### src/shared/csc_pkg.sv
// Package: constants and types for the charger supervisor control block
package csc_pkg;
    // Operating modes
    typedef enum logic [1:0] {
        CSC_MODE_CHARGE,
        CSC_MODE_BOOST,
        CSC_MODE_HIZ
    } csc_mode_t;
    // Adaptor check states
    typedef enum logic [1:0] {
        CSC_AD_IDLE,
        CSC_AD_CHECK,
        CSC_AD_WAIT,
        CSC_AD_GOOD
    } csc_ad_t;
    localparam int          CSC_CLK_HZ        = 10_000_000;
    localparam int          CSC_QUAL_MS       = 30;
    localparam int          CSC_QUAL_CYC      = CSC_CLK_HZ / 1000 * CSC_QUAL_MS;
    localparam int          CSC_RETRY_MS      = 32;
    localparam int          CSC_RETRY_CYC     = CSC_CLK_HZ / 1000 * CSC_RETRY_MS;
    localparam int          CSC_PULSE_CYC     = 16;
    localparam logic [2:0]  CSC_STAT_NORMAL   = 3'h0;
    localparam logic [2:0]  CSC_STAT_OVP      = 3'h1;
    localparam logic [2:0]  CSC_STAT_BAD_AD   = 3'h3;
    localparam logic [2:0]  CSC_STAT_SLEEP    = 3'h2;
    localparam int          CSC_SPECIAL_BIT   = 4;
    localparam logic [1:0]  CSC_ILIM_100      = 2'h0;
    localparam logic [1:0]  CSC_ILIM_500      = 2'h1;
endpackage : csc_pkg

### src/rtl/csc_top.sv
// Charger supervisor control: mode, adaptor check, input faults, fault pulse
// Operation
// - Three modes: charge, boost, high impedance
// - High impedance halts charging and boosting
// - Host commands mode changes cleanly
// - No host: default timed mode, reset defaults
// - Default mode limit follows on-the-go pin
// - Safety and watchdog timers never end charging
// - No battery detection at power up
// - Overvoltage: converter off, status, one pulse
// - Overvoltage gone: clear fault, resume charge
// - Supply power-on starts check with sink
// - Supply good for qualification time: charge
// - Supply low: sink off, pulse, bad code
// - After bad verdict wait, retry forever
// - Sleep when supply below battery plus offset
// - Sleep holds blocking switch off, and converter off except in boost mode
// - Droop reached: reduce charge current
// - Droop limiting sets special charger bit
// - Default mode holds until host talks
// - Host mode limit from programmed bits
`timescale 1ns/10ps
`default_nettype none
module csc_top
    import csc_pkg::*;
#(
    parameter int QUAL_CYC  = csc_pkg::CSC_QUAL_CYC,
    parameter int RETRY_CYC = csc_pkg::CSC_RETRY_CYC,
    parameter int PULSE_CYC = csc_pkg::CSC_PULSE_CYC
) (
    input  wire logic             clk,
    input  wire logic             rstn,
    input  wire logic             vbus_por,
    input  wire logic             above_min_input_threshold,
    input  wire logic             above_input_overvoltage_level,
    input  wire logic             below_sleep_offset,
    input  wire logic             below_input_droop_threshold,
    input  wire logic             otg_pin,
    input  wire logic             host_write,
    input  wire csc_pkg::csc_mode_t host_mode,
    input  wire logic [1:0]       host_ilim,
    output logic                  converter_en,
    output logic                  boost_en,
    output logic                  charge_en,
    output logic                  reverse_block_switch_on,
    output logic                  sink_en,
    output logic                  charge_reduce,
    output logic [1:0]            ilim_sel,
    output logic                  host_mode_active,
    output logic [2:0]            fault_status,
    output logic                  special_charger,
    output logic                  fault_pulse,
    output csc_pkg::csc_mode_t    mode_out
);
    import csc_pkg::*;

    localparam int CW = 24;

    typedef struct packed {
        logic [1:0]  s_min;
        logic [1:0]  s_ovp;
        logic [1:0]  s_slp;
        logic [1:0]  s_dpm;
        csc_mode_t   mode;
        logic        host;
        logic [1:0]  hilim;
        csc_ad_t     ad;
        logic [CW-1:0] cnt;
        logic        ovp;
        logic [CW-1:0] pcnt;
        logic        conv;
        logic        boost;
        logic        chg;
        logic        rbs;
        logic        sink;
        logic        red;
        logic [1:0]  ilim;
        logic [2:0]  stat;
        logic        spec;
        logic        pulse;
    } csc_state_t;

    csc_state_t st_r;
    csc_state_t st_nxt;

    // Counter target helper, cut to counter width
    function automatic logic [CW-1:0] csc_lim(input int n);
        return CW'(n - 1);
    endfunction

    // Next-state logic for the whole block
    always_comb begin
        logic min_ok;
        logic ovp_now;
        logic sleep_now;
        logic start_pulse;
        logic run;
        min_ok      = 1'b0;
        ovp_now     = 1'b0;
        sleep_now   = 1'b0;
        start_pulse = 1'b0;
        run         = 1'b0;
        st_nxt      = st_r;
        // Two-stage synchronisers; logic reads only the second stage,
        // so a metastable first stage never reaches the control paths.
        // Cost: every comparator reaction is two edges late.
        st_nxt.s_min = {st_r.s_min[0], above_min_input_threshold};
        st_nxt.s_ovp = {st_r.s_ovp[0], above_input_overvoltage_level};
        st_nxt.s_slp = {st_r.s_slp[0], below_sleep_offset};
        st_nxt.s_dpm = {st_r.s_dpm[0], below_input_droop_threshold};
        min_ok    = st_r.s_min[1];
        ovp_now   = st_r.s_ovp[1];
        sleep_now = st_r.s_slp[1] && min_ok;

        // Host writes move the mode; first write leaves default mode for good
        if (host_write) begin
            st_nxt.mode  = (host_mode == CSC_MODE_BOOST || host_mode == CSC_MODE_HIZ)
                           ? host_mode : CSC_MODE_CHARGE;
            st_nxt.host  = 1'b1;
            st_nxt.hilim = host_ilim;
        end

        // Overvoltage fault latches until the level clears
        if (ovp_now && !st_r.ovp) begin
            st_nxt.ovp  = 1'b1;
            start_pulse = 1'b1;
        end else if (!ovp_now && st_r.ovp) begin
            st_nxt.ovp  = 1'b0;
        end

        // Adaptor check; a fresh supply power-on restarts it
        if (vbus_por) begin
            st_nxt.ad  = CSC_AD_CHECK;
            st_nxt.cnt = '0;
        end else begin
            case (st_r.ad)
                CSC_AD_IDLE: begin
                    st_nxt.cnt = '0;
                end
                CSC_AD_CHECK: begin
                    if (!min_ok) begin
                        st_nxt.ad   = CSC_AD_WAIT;
                        st_nxt.cnt  = '0;
                        start_pulse = 1'b1;
                    end else if (st_r.cnt == csc_lim(QUAL_CYC)) begin
                        st_nxt.ad = CSC_AD_GOOD;
                    end else begin
                        st_nxt.cnt = st_r.cnt + 1'b1;
                    end
                end
                CSC_AD_WAIT: begin
                    if (st_r.cnt == csc_lim(RETRY_CYC)) begin
                        st_nxt.ad  = CSC_AD_CHECK;
                        st_nxt.cnt = '0;
                    end else begin
                        st_nxt.cnt = st_r.cnt + 1'b1;
                    end
                end
                CSC_AD_GOOD: begin
                    st_nxt.cnt = '0;
                end
                default: begin
                    st_nxt.ad = CSC_AD_IDLE;
                end
            endcase
        end

        // Fault pulse: one fixed-length pulse per event, retrigger ignored while high
        if (start_pulse && !st_r.pulse) begin
            st_nxt.pulse = 1'b1;
            st_nxt.pcnt  = '0;
        end else if (st_r.pulse) begin
            if (st_r.pcnt == csc_lim(PULSE_CYC)) begin
                st_nxt.pulse = 1'b0;
            end else begin
                st_nxt.pcnt = st_r.pcnt + 1'b1;
            end
        end

        // Outputs: timers play no part, battery is never probed
        run          = (st_r.ad == CSC_AD_GOOD) && !st_r.ovp;
        st_nxt.sink  = (st_nxt.ad == CSC_AD_CHECK);
        st_nxt.chg   = run && !sleep_now && (st_r.mode == CSC_MODE_CHARGE);
        st_nxt.boost = !st_r.ovp && (st_r.mode == CSC_MODE_BOOST);
        st_nxt.conv  = st_nxt.chg || st_nxt.boost;
        st_nxt.rbs   = !sleep_now && (st_r.mode != CSC_MODE_HIZ);
        st_nxt.red   = st_nxt.chg && st_r.s_dpm[1];
        st_nxt.spec  = st_nxt.red;
        // Current limit: pin in default mode, programmed bits in host mode
        st_nxt.ilim  = st_r.host ? st_r.hilim
                       : (otg_pin ? CSC_ILIM_500 : CSC_ILIM_100);
        // Status code, bad adaptor has priority as it blocks charging
        if (st_nxt.ad == CSC_AD_WAIT) begin
            st_nxt.stat = CSC_STAT_BAD_AD;
        end else if (st_nxt.ovp) begin
            st_nxt.stat = CSC_STAT_OVP;
        end else if (sleep_now) begin
            st_nxt.stat = CSC_STAT_SLEEP;
        end else begin
            st_nxt.stat = CSC_STAT_NORMAL;
        end

        // Synchronous reset: default timed mode, charge with defaults
        if (!rstn) begin
            st_nxt      = '0;
            st_nxt.mode = CSC_MODE_CHARGE;
            st_nxt.ad   = CSC_AD_CHECK;
            st_nxt.rbs  = 1'b1;
        end
    end

    // State register
    always_ff @(posedge clk) begin
        st_r <= st_nxt;
    end

    assign converter_en            = st_r.conv;
    assign boost_en                = st_r.boost;
    assign charge_en               = st_r.chg;
    assign reverse_block_switch_on = st_r.rbs;
    assign sink_en                 = st_r.sink;
    assign charge_reduce           = st_r.red;
    assign ilim_sel                = st_r.ilim;
    assign host_mode_active        = st_r.host;
    assign fault_status            = st_r.stat;
    assign special_charger         = st_r.spec;
    assign fault_pulse             = st_r.pulse;
    assign mode_out                = st_r.mode;

    // Checks
    AST_HIZ_HALT: assert property (@(posedge clk) disable iff (!rstn)
        (st_r.mode == CSC_MODE_HIZ && !host_write) |=> (!charge_en && !boost_en))
        else $error("high impedance mode still converting");
    AST_HOST_MODE: assert property (@(posedge clk) disable iff (!rstn)
        (host_write && host_mode == CSC_MODE_BOOST) |=> (mode_out == CSC_MODE_BOOST && host_mode_active))
        else $error("host mode write not applied");
    AST_DEF_ILIM: assert property (@(posedge clk) disable iff (!rstn)
        (!host_mode_active && otg_pin) |=> (ilim_sel == CSC_ILIM_500 || host_mode_active))
        else $error("default current limit wrong");
    AST_OVP_OFF: assert property (@(posedge clk) disable iff (!rstn)
        $rose(st_r.s_ovp[1]) |-> ##[1:2] (!converter_en && fault_status == CSC_STAT_OVP || sink_en))
        else $error("overvoltage did not stop converter");
    AST_OVP_CLEAR: assert property (@(posedge clk) disable iff (!rstn)
        (st_r.ovp && !st_r.s_ovp[1]) |=> !st_r.ovp)
        else $error("overvoltage fault not cleared");
    AST_BAD_AD: assert property (@(posedge clk) disable iff (!rstn)
        (st_r.ad == CSC_AD_CHECK && !st_r.s_min[1] && !vbus_por) |=> ##1 (!sink_en && fault_status == CSC_STAT_BAD_AD))
        else $error("bad adaptor not flagged");
    AST_SLEEP: assert property (@(posedge clk) disable iff (!rstn)
        (st_r.s_slp[1] && st_r.s_min[1]) |=> (!reverse_block_switch_on && !converter_en))
        else $error("sleep did not switch off");
    AST_SPECIAL: assert property (@(posedge clk) disable iff (!rstn)
        special_charger == charge_reduce)
        else $error("special charger bit mismatch");
    AST_PULSE_LEN: assert property (@(posedge clk) disable iff (!rstn)
        $rose(fault_pulse) |-> fault_pulse [*2])
        else $error("fault pulse too short");

    // Reset checks run without a disable so the reset values themselves are seen
    AST_RESET_STATE: assert property (@(posedge clk)
        !rstn |=> (mode_out == CSC_MODE_CHARGE && !host_mode_active && reverse_block_switch_on))
        else $error("reset did not restore default timed mode");
    AST_RESET_QUIET: assert property (@(posedge clk)
        !rstn |=> (!fault_pulse && !converter_en && !boost_en && !charge_en))
        else $error("reset left converter or pulse active");
    AST_RESET_CHECK: assert property (@(posedge clk)
        !rstn |=> (st_r.ad == CSC_AD_CHECK))
        else $error("reset did not start adaptor check");

    // Mode handling: only host writes move the mode, and only to legal codes
    AST_THREE_MODES: assert property (@(posedge clk) disable iff (!rstn)
        2'(mode_out) != 2'h3)
        else $error("illegal operating mode");
    AST_MODE_HOLD: assert property (@(posedge clk) disable iff (!rstn)
        !host_write |=> $stable(mode_out))
        else $error("mode changed without a host write");
    AST_HOST_HIZ: assert property (@(posedge clk) disable iff (!rstn)
        (host_write && host_mode == CSC_MODE_HIZ) |=> (mode_out == CSC_MODE_HIZ))
        else $error("high impedance write not applied");
    AST_HIZ_RBS: assert property (@(posedge clk) disable iff (!rstn)
        (mode_out == CSC_MODE_HIZ) |=> !reverse_block_switch_on)
        else $error("high impedance mode left blocking switch on");
    AST_BOOST_GATE: assert property (@(posedge clk) disable iff (!rstn)
        boost_en |-> ($past(mode_out) == CSC_MODE_BOOST))
        else $error("boost outside boost mode");

    // Default timed mode lasts until the first host write, then host mode stays
    AST_HOST_STICKY: assert property (@(posedge clk) disable iff (!rstn)
        host_mode_active |=> host_mode_active)
        else $error("host mode dropped");
    AST_NO_HOST: assert property (@(posedge clk) disable iff (!rstn)
        (!host_write && !host_mode_active) |=> !host_mode_active)
        else $error("host mode entered without a write");
    AST_DEF_ILIM_LO: assert property (@(posedge clk) disable iff (!rstn)
        (!host_mode_active && !otg_pin) |=> (ilim_sel == CSC_ILIM_100))
        else $error("default low current limit wrong");
    AST_HOST_ILIM: assert property (@(posedge clk) disable iff (!rstn)
        (host_write ##1 !host_write) |=> (ilim_sel == $past(host_ilim, 2)))
        else $error("programmed current limit not applied");

    // Charging needs a good adaptor and no overvoltage
    AST_CHG_GOOD: assert property (@(posedge clk) disable iff (!rstn)
        charge_en |-> ($past(st_r.ad) == CSC_AD_GOOD && !$past(st_r.ovp)))
        else $error("charging without a good adaptor");
    AST_OVP_NO_CONV: assert property (@(posedge clk) disable iff (!rstn)
        st_r.ovp |=> !converter_en)
        else $error("converter on during overvoltage");
    AST_OVP_PULSE: assert property (@(posedge clk) disable iff (!rstn)
        $rose(st_r.ovp) |-> (fault_pulse || $past(fault_pulse)))
        else $error("overvoltage gave no fault pulse");
    AST_OVP_STATUS: assert property (@(posedge clk) disable iff (!rstn)
        (st_r.ovp && st_r.ad != CSC_AD_WAIT) |-> (fault_status == CSC_STAT_OVP))
        else $error("overvoltage status code wrong");

    // Adaptor check sequencing
    AST_POR_RESTART: assert property (@(posedge clk) disable iff (!rstn)
        vbus_por |=> (st_r.ad == CSC_AD_CHECK && sink_en && st_r.cnt == '0))
        else $error("supply power-on did not restart check");
    AST_QUAL_GOOD: assert property (@(posedge clk) disable iff (!rstn)
        (st_r.ad == CSC_AD_CHECK && st_r.s_min[1] && !vbus_por && st_r.cnt == csc_lim(QUAL_CYC))
        |=> (st_r.ad == CSC_AD_GOOD))
        else $error("qualified adaptor not declared good");
    AST_BAD_PULSE: assert property (@(posedge clk) disable iff (!rstn)
        (st_r.ad == CSC_AD_CHECK && !st_r.s_min[1] && !vbus_por && !fault_pulse) |=> fault_pulse)
        else $error("bad adaptor gave no fault pulse");
    AST_RETRY: assert property (@(posedge clk) disable iff (!rstn)
        (st_r.ad == CSC_AD_WAIT && !vbus_por && st_r.cnt == csc_lim(RETRY_CYC))
        |=> (st_r.ad == CSC_AD_CHECK && sink_en))
        else $error("adaptor check not retried");

    // Sleep and droop behaviour
    AST_SLEEP_NO_CHG: assert property (@(posedge clk) disable iff (!rstn)
        (st_r.s_slp[1] && st_r.s_min[1]) |=> !charge_en)
        else $error("charging during sleep");
    AST_DROOP_ONLY_CHG: assert property (@(posedge clk) disable iff (!rstn)
        charge_reduce |-> charge_en)
        else $error("droop reduction while not charging");
    AST_DROOP_REDUCE: assert property (@(posedge clk) disable iff (!rstn)
        (st_r.s_dpm[1] && st_r.ad == CSC_AD_GOOD && !st_r.ovp && !st_r.s_slp[1]
         && mode_out == CSC_MODE_CHARGE) |=> charge_reduce)
        else $error("droop did not reduce charge current");

    // Pulse counter never runs past its end value while the pulse is high
    AST_PULSE_MAX: assert property (@(posedge clk) disable iff (!rstn)
        fault_pulse |-> (st_r.pcnt <= csc_lim(PULSE_CYC)))
        else $error("fault pulse too long");
endmodule // csc_top
`default_nettype wire

### config.mk
export PLATFORM = sky130hd
export DESIGN_NAME = csc_top
export DESIGN_NICKNAME = d
export VERILOG_FILES = /design/src/shared/csc_pkg.sv /design/src/rtl/csc_top.sv
export SDC_FILE = /design/constraint.sdc
export NUM_CORES = 1
export LEC_CHECK = 0
export BUFFER_PORTS_ARGS = -buffer_cell sky130_fd_sc_hd__clkbuf_2
export CAP_MARGIN = 20
export CORE_MARGIN = 1.5
export CORE_UTILIZATION = 45
export DETAILED_ROUTE_END_ITERATION = 10
export PLACE_DENSITY = 0.69
export SETUP_SLACK_MARGIN = 0.4
export SYNTH_ARGS = -nofsm -noshare
export SYNTH_HDL_FRONTEND = slang
export SYNTH_SLANG_ARGS = --single-unit
### constraint.sdc
create_clock -name clk -period 4.72 [get_ports clk]
set_input_delay 0.708 -clock clk [delete_from_list [all_inputs] [get_ports clk]]
set_output_delay 0.708 -clock clk [all_outputs]
set_load 0.005 [all_outputs]
==> flow_metrics.py <==
metrics = {
    "die": {
        "ioPinCount": 29,
        "die-area_mm2": 0.008114,
        "dieHeight_um": 90.08,
        "rows": 31,
        "die_x_um": 90.08,
        "initial_core_util_pct": 46.79,
        "core_mm2": 0.007292,
    },
    "clock_tree": {
        "cts_tree": "done",
        "clockBufferDepth": 2,
        "postCtsSetupBuffers": 0,
        "h-tree-depth": 3,
        "worst_skew_pair.late_latency_ns": 0.35,
        "hold_buffers": 0,
        "clock_sinks": 75,
        "cts_buffers": 9,
        "post_cts_resized": 0,
        "clk_pin_slew_ns": 0.08,
        "root_buffer": "clkbuf_8",
    },
    "placed_design": {
        "dpl.hpwl_um": 4439,
        "gp_congestion": 0.8011,
        "io_buffers": 27,
        "placed_area_mm2": 0.003555,
    },
    "routing": {
        "ant_nets": 0,
        "vias_per_cell": 5.217,
        "drtIter0Drc": 96,
        "drc": 0,
        "routedWlPerCell_um": 12.66,
        "wl_um": 6354,
        "via_count": 2619,
        "firstDrtPassIters": 6,
    },
    "global_routing": {
        "grt_max_degree": 25,
        "grt_pass1_vias": 2480,
        "grt_util_all_layers_pct": 16.92,
        "overflow": 0,
        "grt_pass1_wl_um": 11230,
        "grt_antenna_before_repair": 0,
    },
    "yosys": {
        "syn_area_mm2": 0.003412,
        "seq_area_frac_synth_pct": 44.00,
        "yosysTopAreaCell": "dfxtp_1",
        "syn_inst": 380,
        "synth.avg_cell_area_um2": 8.979,
        "ys_ff_latch": 75,
        "ys_top_cells_by_area": "dfxtp_1, xor2_1, nor2_1",
        "synth-edff-count": 0,
        "yosysWarningCount": 0,
        "synth_top_area_share_pct": 44.00,
        "synth_ff_type": "dfxtp_1",
        "synth_fp_nets": 399,
        "async_flop_share_pct": 0,
        "synth.distinct_cells": 51,
    },
    "final_layout": {
        "fill_cells": 710,
        "drive_gt1_share_pct": 15.63,
        "layout_common_cells": "dfxtp_1, nor2_1, clkbuf_2, nand3_1, xor2_1",
        "nNetsFinal": 417,
        "syn_to_final_growth_pct": 10.71,
        "multiInputGateArea_mm2": 0.001745,
        "final-seq-area_mm2": 0.001501,
        "final_common_cell": "dfxtp_1",
        "final_cell_area_mm2": 0.003777,
        "antennaDiodeCount": 0,
    },
    "setup_path": {
        "cp.required_ns": 4.97,
        "path_class": "flip-flop to flip-flop",
        "cp_max_fo": 24,
        "crit_path_end_kind": "flip-flop",
        "start_kind": "flip-flop",
        "crit_arrival_ns": 2.76,
    },
    "pwr": {
        "total_power_uw": 1276,
        "cellLeakagePower_uw": 0.001341,
        "power_density_mw_per_mm2": 337.9,
        "vdd_drop_max_v": 0.0002176,
    },
    "timing": {
        "relSlewSlack_pct": 36.82,
        "worst_slew_pin_slew_ns": 0.9476,
        "final_max_slew_viol_count": 0,
        "skew_ns": 0.005353,
        "fmaxAchievable_mhz": 398.2,
        "setup_tns_ns": 0,
        "hold_viol_final": 0,
        "fin_crit_ns": 2.511,
        "finalCritPeriodShare_pct": 53.21,
        "setup-violations-final": 0,
        "rsz0062_at_grt": "no",
    },
    "status": {
        "outcome": "completed",
    },
    "hold_path": {
        "min_path_type": "flip-flop to flip-flop",
    },
    "run": {
        "max_cap_viol_count": 0,
    },
}
==> state kept, by name, summed over array words and instances (netlist names), 2 cells and up <==
register	cells
st_r	61
ilim_sel	2
fault_status	2
mode_out	2
==> worst max-delay path, stage by stage (launching register included) <==
cell,delay [ns]
dfxtp_1,0.35
inv_1,0.10
ha_1,0.23
or3b_2,0.45
a21oi_1,0.22
nand2b_1,0.77
or4_1,0.22
o21ai_0,0.06
==> layer usage <==
metal | up-vias | wire (µm) | GRT usage, % | share of wire [%]
li1 | 1370 | - | - | -
met1 | 1201 | 3160 | 21.98 | 50
met2 | 40 | 2875 | 26.07 | 45
met3 | 8 | 224 | 5.922 | 3.5
met4 | 0 | 94 | 5.820 | 1.5
met5 | - | 0 | 0 | 0
==> through the flow <==
stage / cells / setup slack (ns) / util, % / hold slack, ns
6_report: 502 / 2.209 / 51.80 / 0.4365
4_1_cts: 502 / 2.179 / 51.80 / 0.4388
3_5_place_dp: 486 / 2.038 / 48.75 / 0.4189
5_1_grt: 502 / 1.939 / 51.80 / 0.4586
3_3_place_gp: 486 / 2.079 / 48.75 / 0.4113
2_1_floorplan: 380 / 2.719 / - / 0.4057
==> power breakdown <==
part,internal (µW),total [µW],leakage [µW],switching [µW]
Combinational,30.7,69.2,0.000622,38.5
Sequential,646,657,0.000609,10.6
Clock,301,551,0.000110,250
==> cell families (layout without fill, tap and decap cells) <==
family / Yosys count / in the layout / synth area share, %
AOI/OAI and AO/OA: 44 / 44 / 7.811
DFF: 75 / 75 / 44.00
buffers and inverters: 32 / 55 / 4.841
and+or+nand+nor: 183 / 183 / 30.80
other: 1 / 1 / 0.1099
muxes: 5 / 5 / 1.504
xor gates and xnor gates: 34 / 34 / 8.728
adders and majority gates: 6 / 6 / 2.200
==> area by class of cell <==
cell class              instances  share of cell area (%)
well taps                      99                   3.279
clock inverters                 7                   2.617
flip-flops and latches         75                   39.75
multi-input cells             273                   46.21
clock buffers                   9                   3.279
inverters                      11                   1.093
repair buffers                 28                   3.776
==> final timing paths <==
path         cells after the start               to  slack (ns)      from
max                              7         st_r[21]        2.21  st_r[63]
min reg2reg                      1  special_charger        0.44  st_r[70]
min                              1  special_charger        0.44  st_r[70]
max reg2reg                      7         st_r[21]        2.21  st_r[63]
==> cell usage after synthesis, types with 7 or more instances <==
cell / n
a21oi_1: 16
and2_1: 15
buf_4: 8
dfxtp_1: 75
inv_1: 11
nand2_1: 17
nand3_1: 25
nand4_1: 13
nor2_1: 44
nor4_1: 10
o21ai_0: 11
or3_1: 7
xnor2_1: 13
xor2_1: 21
No activity file was read; power rests on OpenSTA's default activity.
